**src/logic/lgc_pkg.sv**
```systemverilog
/*
  Shared constants for the lane group controller and its fabric-side driver.
  Assumes one system clock CLOCK_IN at 40 MHz on both ends.
*/
package lgc_pkg;
  localparam int unsigned CLK_PERIOD_NS = 25;
  localparam int unsigned ADDR_W = 6;
  localparam int unsigned DATA_W = 16;
  localparam int unsigned REG_COUNT = 64;
  // Master clock source encodings
  localparam logic SRC_BANK_PLL = 1'b0;
  localparam logic SRC_FABRIC = 1'b1;
  // Calibration timing, in master clock edges
  localparam logic [7:0] INIT_CAL_EDGES = 8'h40;
  localparam logic [7:0] TRACK_CAL_EDGES = 8'h20;
  // Status register and its bits
  localparam logic [5:0] STATUS_ADDR = 6'h3F;
  localparam int unsigned ST_INIT_BIT = 0;
  localparam int unsigned ST_TRACK_BIT = 1;
  localparam int unsigned ST_SRC_BIT = 2;
  localparam int unsigned ST_BADSRC_BIT = 3;
  // Delay register that tracking holds constant
  localparam logic [5:0] DELAY_ADDR = 6'h00;
  localparam logic [15:0] REG_RESET = 16'h0000;
  // Host register port offsets
  localparam logic [3:0] H_CTRL = 4'h0;
  localparam logic [3:0] H_ADDR = 4'h1;
  localparam logic [3:0] H_WDATA = 4'h2;
  localparam logic [3:0] H_CMD = 4'h3;
  localparam logic [3:0] H_RDATA = 4'h4;
  localparam logic [3:0] H_STATUS = 4'h5;
  localparam int unsigned CTRL_TRACK_BIT = 0;
  localparam int unsigned CTRL_SLICE_BIT = 1;
  localparam int unsigned CTRL_SRC_BIT = 2;
  localparam int unsigned CTRL_RX_BIT = 3;
  localparam int unsigned CMD_WR_BIT = 0;
  localparam int unsigned CMD_RD_BIT = 1;
  typedef enum logic [1:0] {
    CAL_IDLE = 2'b00,
    CAL_INIT = 2'b01,
    CAL_WAIT = 2'b11,
    CAL_TRACK = 2'b10
  } lgc_cal_e;
endpackage

```
**src/logic/lgc_if.sv**
```systemverilog
/*
  Link between the lane group controller and the fabric logic.
  Assumes both ends sample the link pins with their own CLOCK_IN.
*/
interface lgc_if;
  logic bank_pll_clock;
  logic fabric_master_clock;
  logic master_clock_source_select;
  logic rx_only;
  logic reset_n;
  logic vt_tracking_enable;
  logic slice_tracking_enable;
  logic initial_cal_done;
  logic tracking_cal_done;
  logic register_port_clock;
  logic [5:0] register_port_address;
  logic [15:0] register_port_write_data;
  logic register_port_write_strobe;
  logic register_port_group_select;
  logic [15:0] register_port_read_bus;
  modport device (
    input bank_pll_clock, fabric_master_clock, master_clock_source_select, rx_only, reset_n,
    input vt_tracking_enable, slice_tracking_enable, register_port_clock, register_port_address,
    input register_port_write_data, register_port_write_strobe, register_port_group_select,
    output initial_cal_done, tracking_cal_done, register_port_read_bus
  );
  modport fabric (
    output bank_pll_clock, fabric_master_clock, master_clock_source_select, rx_only, reset_n,
    output vt_tracking_enable, slice_tracking_enable, register_port_clock, register_port_address,
    output register_port_write_data, register_port_write_strobe, register_port_group_select,
    input initial_cal_done, tracking_cal_done, register_port_read_bus
  );
endinterface

```
**src/logic/lgc_device.sv**
```systemverilog
/*
  Lane group controller: master clock selection, self-calibration sequence,
  tracking handshake, calibration status and a 64 x 16 register port.
  Assumes all link pins are asynchronous and are sampled by CLOCK_IN; the
  master and register port clocks are found by edge detection.
  // Overview of operation
  // - Fabric feeds exactly one master clock
  // - Unused master clock input held low
  // - Source select picks the connected clock
  // - Master clock paces self-calibration
  // - Bank clock comes from local PLL
  // - Bank PLL clock preferred, lower jitter
  // - Reset acts at once, released synchronously
  // - Tracking holds time-mode delays constant
  // - Fabric raises tracking after initial calibration
  // - Slice tracking enable kept high too
  // - Initial done output and status bit
  // - Tracking done output and status bit
  // - Tracking done sticks until reset/disable
  // - Register port has own clock
  // - Six-bit address, effect next port cycle
  // - Idle register address driven zero
  // - Sixty-four sixteen-bit registers
  // - Group select needed for any access
  // - Write strobe high to write
  // - Read data next port cycle
*/
// The address map and strobed register access were decided locally.
module lgc_device (
  // System
  input wire logic CLOCK_IN,
  input wire logic RESETN_IN,
  // Link
  lgc_if.device LINK,
  // Observation
  output logic [15:0] DELAY_VALUE_OUT,
  output logic MASTER_ACTIVE_OUT
);
  // Two-flop synchronisers for every link input
  logic [6:0] s1_q;
  logic [6:0] s2_q;
  logic [5:0] a1_q;
  logic [5:0] a2_q;
  logic [15:0] w1_q;
  logic [15:0] w2_q;
  logic rst1_q;
  logic rst2_q;
  logic [6:0] raw;
  assign raw = {LINK.bank_pll_clock, LINK.fabric_master_clock, LINK.master_clock_source_select,
    LINK.rx_only, LINK.vt_tracking_enable, LINK.slice_tracking_enable, LINK.register_port_clock};

  always_ff @(posedge CLOCK_IN)
  begin
    s1_q <= raw;
    s2_q <= s1_q;
    a1_q <= LINK.register_port_address;
    a2_q <= a1_q;
    w1_q <= LINK.register_port_write_data;
    w2_q <= w1_q;
  end

  // Reset asserts with no clock edge, release is synchronised
  always_ff @(posedge CLOCK_IN or negedge LINK.reset_n)
  begin
    if (!LINK.reset_n)
    begin
      rst1_q <= 1'b0;
      rst2_q <= 1'b0;
    end
    else
    begin
      rst1_q <= 1'b1;
      rst2_q <= rst1_q;
    end
  end

  logic rst_n;
  assign rst_n = RESETN_IN & rst2_q;
  logic pll_s, fab_s, src_s, rx_s, trk_s, slc_s, rck_s;
  assign {pll_s, fab_s, src_s, rx_s, trk_s, slc_s, rck_s} = s2_q;

  // Edges of the sampled clocks
  logic mclk_q;
  logic rck_q;
  logic grp1_q, grp2_q, wen1_q, wen2_q;
  logic mclk_sel;
  logic bad_src;
  assign mclk_sel = (src_s == lgc_pkg::SRC_FABRIC) ? fab_s : pll_s;
  assign bad_src = (src_s == lgc_pkg::SRC_FABRIC) ? (!rx_s || pll_s) : fab_s;
  logic mclk_rise;
  logic rck_rise;
  assign mclk_rise = mclk_sel & ~mclk_q;
  assign rck_rise = rck_s & ~rck_q;

  always_ff @(posedge CLOCK_IN)
  begin
    mclk_q <= mclk_sel;
    rck_q <= rck_s;
    grp1_q <= LINK.register_port_group_select;
    grp2_q <= grp1_q;
    wen1_q <= LINK.register_port_write_strobe;
    wen2_q <= wen1_q;
  end

  // Self-calibration sequencer on master clock edges
  lgc_pkg::lgc_cal_e cal_q;
  logic [7:0] cnt_q;
  logic init_done_q;
  logic track_done_q;
  logic active_q;

  always_ff @(posedge CLOCK_IN)
  begin
    if (!rst_n)
    begin
      cal_q <= lgc_pkg::CAL_IDLE;
      cnt_q <= 8'h00;
      init_done_q <= 1'b0;
      track_done_q <= 1'b0;
    end
    else if (mclk_rise && !bad_src)
    begin
      case (cal_q)
        lgc_pkg::CAL_IDLE:
        begin
          cal_q <= lgc_pkg::CAL_INIT;
          cnt_q <= 8'h00;
        end
        lgc_pkg::CAL_INIT:
        begin
          cnt_q <= cnt_q + 8'h01;
          if (cnt_q == lgc_pkg::INIT_CAL_EDGES - 8'h01)
          begin
            init_done_q <= 1'b1;
            cal_q <= lgc_pkg::CAL_WAIT;
            cnt_q <= 8'h00;
          end
        end
        lgc_pkg::CAL_WAIT:
        begin
          if (trk_s)
          begin
            cnt_q <= cnt_q + 8'h01;
            if (cnt_q == lgc_pkg::TRACK_CAL_EDGES - 8'h01)
            begin
              track_done_q <= 1'b1;
              cal_q <= lgc_pkg::CAL_TRACK;
            end
          end
          else
          begin
            cnt_q <= 8'h00;
          end
        end
        lgc_pkg::CAL_TRACK:
        begin
          if (!trk_s)
          begin
            track_done_q <= 1'b0;
            cal_q <= lgc_pkg::CAL_WAIT;
            cnt_q <= 8'h00;
          end
        end
        default:
        begin
          cal_q <= lgc_pkg::CAL_IDLE;
        end
      endcase
    end
    else if (cal_q == lgc_pkg::CAL_TRACK && !trk_s)
    begin
      track_done_q <= 1'b0;
      cal_q <= lgc_pkg::CAL_WAIT;
      cnt_q <= 8'h00;
    end
  end

  always_ff @(posedge CLOCK_IN)
  begin
    if (!rst_n)
      active_q <= 1'b0;
    else
      active_q <= mclk_rise ? !bad_src : active_q;
  end

  // Register file, accesses taken at register port clock edges
  logic [15:0] regs_q [lgc_pkg::REG_COUNT];
  logic [15:0] rd_q;
  logic [15:0] status_word;
  logic track_hold;
  assign track_hold = track_done_q & slc_s;
  assign status_word = {12'h000, bad_src, src_s, track_done_q, init_done_q};

  always_ff @(posedge CLOCK_IN)
  begin
    if (!rst_n)
    begin
      for (int i = 0; i < lgc_pkg::REG_COUNT; i++)
        regs_q[i] <= lgc_pkg::REG_RESET;
    end
    else if (rck_rise && grp2_q && wen2_q && a2_q != lgc_pkg::STATUS_ADDR)
    begin
      if (!(track_hold && a2_q == lgc_pkg::DELAY_ADDR))
        regs_q[a2_q] <= w2_q;
    end
  end

  always_ff @(posedge CLOCK_IN)
  begin
    if (!rst_n)
      rd_q <= 16'h0000;
    else if (rck_rise && grp2_q && !wen2_q)
      rd_q <= (a2_q == lgc_pkg::STATUS_ADDR) ? status_word : regs_q[a2_q];
  end

  assign LINK.initial_cal_done = init_done_q;
  assign LINK.tracking_cal_done = track_done_q;
  assign LINK.register_port_read_bus = rd_q;
  assign DELAY_VALUE_OUT = regs_q[lgc_pkg::DELAY_ADDR];
  assign MASTER_ACTIVE_OUT = active_q;
endmodule

```
**src/flat_wrapper.sv**
```systemverilog
// flat-port wrapper written by rule: the top's interface ports become plain ports
module lgc_device_flat 
  (CLOCK_IN, RESETN_IN, DELAY_VALUE_OUT, MASTER_ACTIVE_OUT, LINK_bank_pll_clock, LINK_fabric_master_clock, LINK_master_clock_source_select, LINK_rx_only, LINK_reset_n, LINK_vt_tracking_enable, LINK_slice_tracking_enable, LINK_register_port_clock, LINK_register_port_address, LINK_register_port_write_data, LINK_register_port_write_strobe, LINK_register_port_group_select, LINK_initial_cal_done, LINK_tracking_cal_done, LINK_register_port_read_bus);
  lgc_if LINK_i ();
  input wire logic CLOCK_IN;
  input wire logic RESETN_IN;
  output logic [15:0] DELAY_VALUE_OUT;
  output logic MASTER_ACTIVE_OUT;
  input wire logic [$bits(LINK_i.bank_pll_clock)-1:0] LINK_bank_pll_clock;
  input wire logic [$bits(LINK_i.fabric_master_clock)-1:0] LINK_fabric_master_clock;
  input wire logic [$bits(LINK_i.master_clock_source_select)-1:0] LINK_master_clock_source_select;
  input wire logic [$bits(LINK_i.rx_only)-1:0] LINK_rx_only;
  input wire logic [$bits(LINK_i.reset_n)-1:0] LINK_reset_n;
  input wire logic [$bits(LINK_i.vt_tracking_enable)-1:0] LINK_vt_tracking_enable;
  input wire logic [$bits(LINK_i.slice_tracking_enable)-1:0] LINK_slice_tracking_enable;
  input wire logic [$bits(LINK_i.register_port_clock)-1:0] LINK_register_port_clock;
  input wire logic [$bits(LINK_i.register_port_address)-1:0] LINK_register_port_address;
  input wire logic [$bits(LINK_i.register_port_write_data)-1:0] LINK_register_port_write_data;
  input wire logic [$bits(LINK_i.register_port_write_strobe)-1:0] LINK_register_port_write_strobe;
  input wire logic [$bits(LINK_i.register_port_group_select)-1:0] LINK_register_port_group_select;
  output wire logic [$bits(LINK_i.initial_cal_done)-1:0] LINK_initial_cal_done;
  output wire logic [$bits(LINK_i.tracking_cal_done)-1:0] LINK_tracking_cal_done;
  output wire logic [$bits(LINK_i.register_port_read_bus)-1:0] LINK_register_port_read_bus;
  assign LINK_i.bank_pll_clock = LINK_bank_pll_clock;
  assign LINK_i.fabric_master_clock = LINK_fabric_master_clock;
  assign LINK_i.master_clock_source_select = LINK_master_clock_source_select;
  assign LINK_i.rx_only = LINK_rx_only;
  assign LINK_i.reset_n = LINK_reset_n;
  assign LINK_i.vt_tracking_enable = LINK_vt_tracking_enable;
  assign LINK_i.slice_tracking_enable = LINK_slice_tracking_enable;
  assign LINK_i.register_port_clock = LINK_register_port_clock;
  assign LINK_i.register_port_address = LINK_register_port_address;
  assign LINK_i.register_port_write_data = LINK_register_port_write_data;
  assign LINK_i.register_port_write_strobe = LINK_register_port_write_strobe;
  assign LINK_i.register_port_group_select = LINK_register_port_group_select;
  assign LINK_initial_cal_done = LINK_i.initial_cal_done;
  assign LINK_tracking_cal_done = LINK_i.tracking_cal_done;
  assign LINK_register_port_read_bus = LINK_i.register_port_read_bus;
  lgc_device u_core (.CLOCK_IN(CLOCK_IN), .RESETN_IN(RESETN_IN), .LINK(LINK_i), .DELAY_VALUE_OUT(DELAY_VALUE_OUT), .MASTER_ACTIVE_OUT(MASTER_ACTIVE_OUT));
endmodule
```
**config.mk**
```make
export PLATFORM = sky130hd
export DESIGN_NAME = lgc_device_flat
export DESIGN_NICKNAME = d
export VERILOG_FILES = /design/src/logic/lgc_pkg.sv /design/src/logic/lgc_if.sv /design/src/logic/lgc_device.sv /design/src/flat_wrapper.sv
export SDC_FILE = /design/constraint.sdc
export NUM_CORES = 1
export LEC_CHECK = 0
export ABC_AREA = 1
export ABC_CLOCK_PERIOD_IN_PS = 8400
export BUFFER_PORTS_ARGS = -buffer_cell sky130_fd_sc_hd__buf_2
export CORE_UTILIZATION = 50
export DETAILED_ROUTE_END_ITERATION = 8
export MAX_ROUTING_LAYER = met4
export PLACE_DENSITY = 0.66
export SYNTH_ARGS = -nofsm -noshare
export SYNTH_HDL_FRONTEND = slang
export SYNTH_SLANG_ARGS = --single-unit
```
**constraint.sdc**
```tcl
create_clock -name CLOCK_IN -period 8.4 [get_ports CLOCK_IN]
set_input_delay 0.84 -clock CLOCK_IN [delete_from_list [all_inputs] [get_ports CLOCK_IN]]
set_output_delay 0.84 -clock CLOCK_IN [all_outputs]
set_load 0.1 [all_outputs]
```
# After elaboration in Yosys (flattened, before gate mapping)
# Memories as Yosys holds them, arrays and structs flattened. A register that Yosys moved wholly into a read port is not among the register bits.
# Cells that the tools add are included.
classes:
  n_addsub: 1
  n_eq_ne: 12
  muxes: 30
  bitwise_logic: 6
  n_reduce_logical: 20
ops:
  columns: ["operator", "count"]
  rows:
  - ["$mux 8", 5]
  - ["$mux 16", 2]
  - ["$pmux 8 s4", 1]
  - ["$reduce_or 16->1", 1]
  - ["$mux 1", 13]
  - ["$mux 2", 6]
  - ["$ne 3x3->1 const B", 4]
  - ["$reduce_and 5->1", 2]
  - ["$add 8x1->8 const B", 1]
  - ["$eq 8x5->1 const B", 1]
  - ["$eq 8x6->1 const B", 1]
  - ["$pmux 2 s4", 1]
  - ["$logic_and 1x1->1", 7]
  - ["$eq 6x6->1 const B", 1]
  - ["$logic_not 6->1", 1]
  - ["$mux 6", 1]
  - ["$ne 6x6->1 const B", 1]
  - ["$and 1x1->1", 4]
  - ["$eq 2x2->1 const B", 2]
  - ["$logic_not 1->1", 4]
  - ["$ne 3x2->1 const B", 1]
  - ["$reduce_and 3->1", 1]
  - ["$eq 2x1->1 const B", 1]
  - ["$logic_not 2->1", 1]
  - ["5 further kinds", 6]
totals:
  regBits: 95
  mem_bits_rw: 1024
  inputBits: 34
  output_inout_bits: 35
  word_cells: 90
  n_memories: 1
mem_list:
  columns: ["memory", "depth", "width", "rd", "rd_clocked_by_memory_dff", "write_ports", "line", "rtl"]
  rows:
  - ["u_core.regs_q", 64, 16, 2, 1, 64, "lgc_device.sv:187", "logic [15:0] regs_q [lgc_pkg::REG_COUNT];"]

# Logic depth before layout (Yosys ltp)
depth:
  depth_word: 10
  depth_mapped: 17
  ltp_nobuf: 13

# Least setup slack after synthesis
# Ideal clock, no wire load.
synth_timing:
  path_type: "in2reg"
  start: "in RESETN_IN"
  end: "mem u_core.regs_q[1][0], enable pin"
  setup_time_ns: 0.372
  arrival_ns: 2.778
  required_time_ns: 8.028
  path_slack_ns: 5.251
  cell_stages: 11
  path_buffers: 1
  cell_sequence: "nand2_1 clkinv_1 nand2_1 nor2_1 nand2_2 nor2_8 inv_4 nor3_4 nand2_4 buf_4 nand2_1"
synth_lines:
  columns: ["element", "line", "rtl"]
  rows:
  - ["start, declared", "flat_wrapper.sv:6", "input wire logic RESETN_IN;"]
  - ["end, declared", "lgc_device.sv:187", null]

==> impl_metrics.json <==
{
  "clk_latency_ps": 710,
  "antenna_found_initial": 2,
  "maxSlewViolCount": 0,
  "grt_overflow": 0,
  "grt_max_degree": 210,
  "fin_tns_setup_ps": 0,
  "ys_types": 32,
  "rsz0062_at_grt": "no",
  "critPathRequiredTime_ps": 8740,
  "cts.reportedPaths.clkPinSlew_ps": 60,
  "final_layout_size_suffix_gt1_frac": 0.0770,
  "p_leak_nw": 25.4,
  "worstSetupStartpointType": "flip-flop",
  "wl_per_cell_um": 21.8,
  "cts_resized": 0,
  "io_pins": 69,
  "cts_tree": "yes",
  "synth.area.top_cells": "edfxtp_1 (61%), nand2_1 (19%), nor2_1 (8.0%)",
  "synth-warning-count": 0,
  "final_hold_viol_count": 0,
  "via_count": 37800,
  "route.final.wire_length_um": 151000,
  "syn_avg_cell_area_um2": 8.92,
  "chipHeight_um": 320,
  "whs_ps": 227,
  "synth_top_cell_area_share": 0.608,
  "cts.root.buffer_cell": "clkbuf_16",
  "setup_violations": 0,
  "power.density_nw_per_um2": 223,
  "r2r_end": "u_core.regs_q[59][8]$_SDFFCE_PN0P_",
  "drtIter0Drc": 4554,
  "drc": 0,
  "synth-seq-cells": 1119,
  "grt_use_total": 0.302,
  "antenna_left": 0,
  "synth_top_family_by_area": "simple AND/OR/NAND/NOR gates",
  "grt_pass1_vias": 35500,
  "initial_core_util": 0.505,
  "endpoint": "u_core.regs_q[59][8]$_SDFFCE_PN0P_",
  "nNetsFinal": 5575,
  "die-width_um": 320,
  "regToRegSetupSlack_ps": 3590,
  "row_count": 116,
  "path_class": "reg -> reg",
  "worstPathArrival_ps": 5150,
  "muxShareOfSynthArea": 0,
  "period_minus_slack_ps": 4810,
  "synth_cells": 5670,
  "fmax_ghz": 0.208,
  "cts.sinks": 1119,
  "syn_to_final_growth_pct": 9.47,
  "cts_max_level": 3,
  "cp_max_fo": 74,
  "maxCapViolCount": 0,
  "crit_start": "u_core.a2_q[2]$_DFF_P_",
  "worstMarginPinSlew_ps": 1150,
  "cp-end-kind": "flip-flop",
  "die-area_um2": 102000,
  "viasPerCell": 5.45,
  "synth-compound-area-share": 0.0135,
  "port_buffers": 68,
  "cts_buffers": 114,
  "grt_first_pass_wirelength_um": 220000,
  "yosys.area.top_type": "edfxtp_1",
  "synthAdderAreaFrac": 0.000247,
  "ir_drop_mv": 0.204,
  "r2r_start": "u_core.a2_q[2]$_DFF_P_",
  "clock_skew_ps": 30.7,
  "core_um2": 100000,
  "firstDrtPassIters": 9,
  "hp-class": "in -> reg",
  "hpwlAfterDp_um": 91300,
  "rr_worst_depth": 6,
  "synth.cell_area_um2": 50600,
  "relSlewSlack": 0.232,
  "clockBufferDepth": 3,
  "yosysSeqAreaShare": 0.646,
  "gp_congestion": 0.941,
  "synth_xor_area_frac": 0.000346,
  "synth-simple-area-share": 0.296,
  "run_status": "finished clean",
  "post-cts-setup-buffer-count": 0,
  "post-route-period-util": 0.573
}
-- sequential cells by signal (all words and copies together) (netlist names) --
name and cells:
u_core.MASTER_ACTIVE_OUT 1, u_core.a1_q 6, u_core.LINK.register_port_read_bus 16, u_core.mclk_q 1
u_core.s1_q 7, u_core.rst2_q 1, u_core.w2_q 16, u_core.cal_q 2
u_core.wen1_q 1, u_core.a2_q 6, u_core.w1_q 16, u_core.rck_q 1
u_core.LINK.initial_cal_done 1, u_core.rst1_q 1, u_core.cnt_q 8, u_core.grp2_q 1
u_core.grp1_q 1, u_core.LINK.tracking_cal_done 1, u_core.s2_q 7, u_core.regs_q 1024
u_core.wen2_q 1
-- how the worst min path moves through the flow --
stage / to / cells past startpoint / slack, ps / start
final: u_core.s1_q[4]$_DFF_P_ / 1 / 230 / LINK_master_clock_source_select
after CTS: u_core.w1_q[12]$_DFF_P_ / 1 / 190 / LINK_register_port_write_data[12]
after floorplan: u_core.a2_q[0]$_DFF_P_ / 0 / 310 / u_core.a1_q[0]$_DFF_P_
after global placement: u_core.w2_q[8]$_DFF_P_ / 0 / 310 / u_core.w1_q[8]$_DFF_P_
after global routing: u_core.s1_q[0]$_DFF_P_ / 1 / 210 / LINK_register_port_clock
after detailed placement: u_core.w2_q[2]$_DFF_P_ / 0 / 310 / u_core.w1_q[2]$_DFF_P_
-- critical path, cell delays in order (launching register included) --
cell and delay, ps:
dfxtp_4 620, buf_4 400, nor2_4 880, inv_1 180
nor2_1 920, nand2_1 640, nand2_1 700
-- timing repair --
action	4_1_cts	5_1_grt
setup endpoints to repair	0	0
hold buffers	1	0
hold endpoints to repair	2	0
-- cell usage after synthesis --
master / n
nand2_1: 2555
nor2_1: 1080
edfxtp_1: 1024
clkbuf_1: 302
inv_1: 167
dfxtp_1: 93
nand3_1: 91
o21ai_0: 63
nor2_2: 60
buf_2: 50
or2_2: 40
o211ai_1: 30
a21oi_1: 25
inv_2: 19
buf_1: 17
nor3_1: 15
nand2_4: 8
buf_4: 7
clkinv_1: 4
nand4_1: 3
nor3_2: 3
conb_1: 2
dfrtp_1: 2
xor2_1: 2
a211oi_1: 1
ha_1: 1
inv_4: 1
nand2_2: 1
nor2_8: 1
nor3_4: 1
nor4_1: 1
o31ai_1: 1
-- through the flow --
step	util	total power, mW	worst slack, ps	cell area (um^2)	cells
finish	0.553	12.3	3590	55400	6937
CTS	0.553	12.3	3760	55400	6936
detailed placement	0.515	7.29	3290	51600	6721
floorplan	-	6.96	5250	50600	5685
global route	0.553	12.6	3450	55400	6937
global placement	0.515	7.28	3320	51600	6721
-- power breakdown --
group	switching (mW)	internal, mW	total (mW)
clock network	2.19	2.96	5.15
logic	0.686	0.156	0.842
registers	0.0818	6.27	6.35
total	2.95	9.39	12.3
-- final cells by class --
class	count	area (um^2)
flip-flops and latches	1119	32700
fillers	8911	44800
repair buffers	115	733
inverters	191	747
clock buffers	141	3110
multi-input cells	3999	15800
diodes	1	2.50
well taps	1298	1620
clock inverters	73	671
-- metal layers --
layer | vias to the layer above | share of wire | track usage
li1 | 17600 | - | -
met1 | 17900 | 0.39 | 0.390
met2 | 1938 | 0.47 | 0.475
met3 | 358 | 0.097 | 0.0526
met4 | 0 | 0.041 | 0.123
met5 | - | 0 | -
-- logic make-up after synthesis --
group	after synthesis
AOI/OAI and AO/OA	120
and+or+nand+nor	3859
adders and majority gates	1
other	2
DFF	1119
buffers and inverters	567
xor gates and xnor gates	2
-- layout by cell type, fill, tap and decap left out, types with 5 or more instances in the layout --
cell type and instances:
buf_4 43, dfxtp_1 90, clkinv_1 26, or2_2 40, clkinvlp_4 5, nor3_1 11, conb_1 17, nor2_2 59
nand2_4 8, clkbuf_8 5, o211ai_1 30, clkbuf_1 16, a21oi_1 25, clkbuf_16 119, edfxtp_1 1024, bufinv_16 11
clkinv_2 36, o21ai_0 63, nor3_2 5, nand2_1 2555, nand3_1 91, nor2_1 1078, inv_1 166, buf_2 68
inv_2 9
No activity file was read; power rests on OpenSTA's default activity.
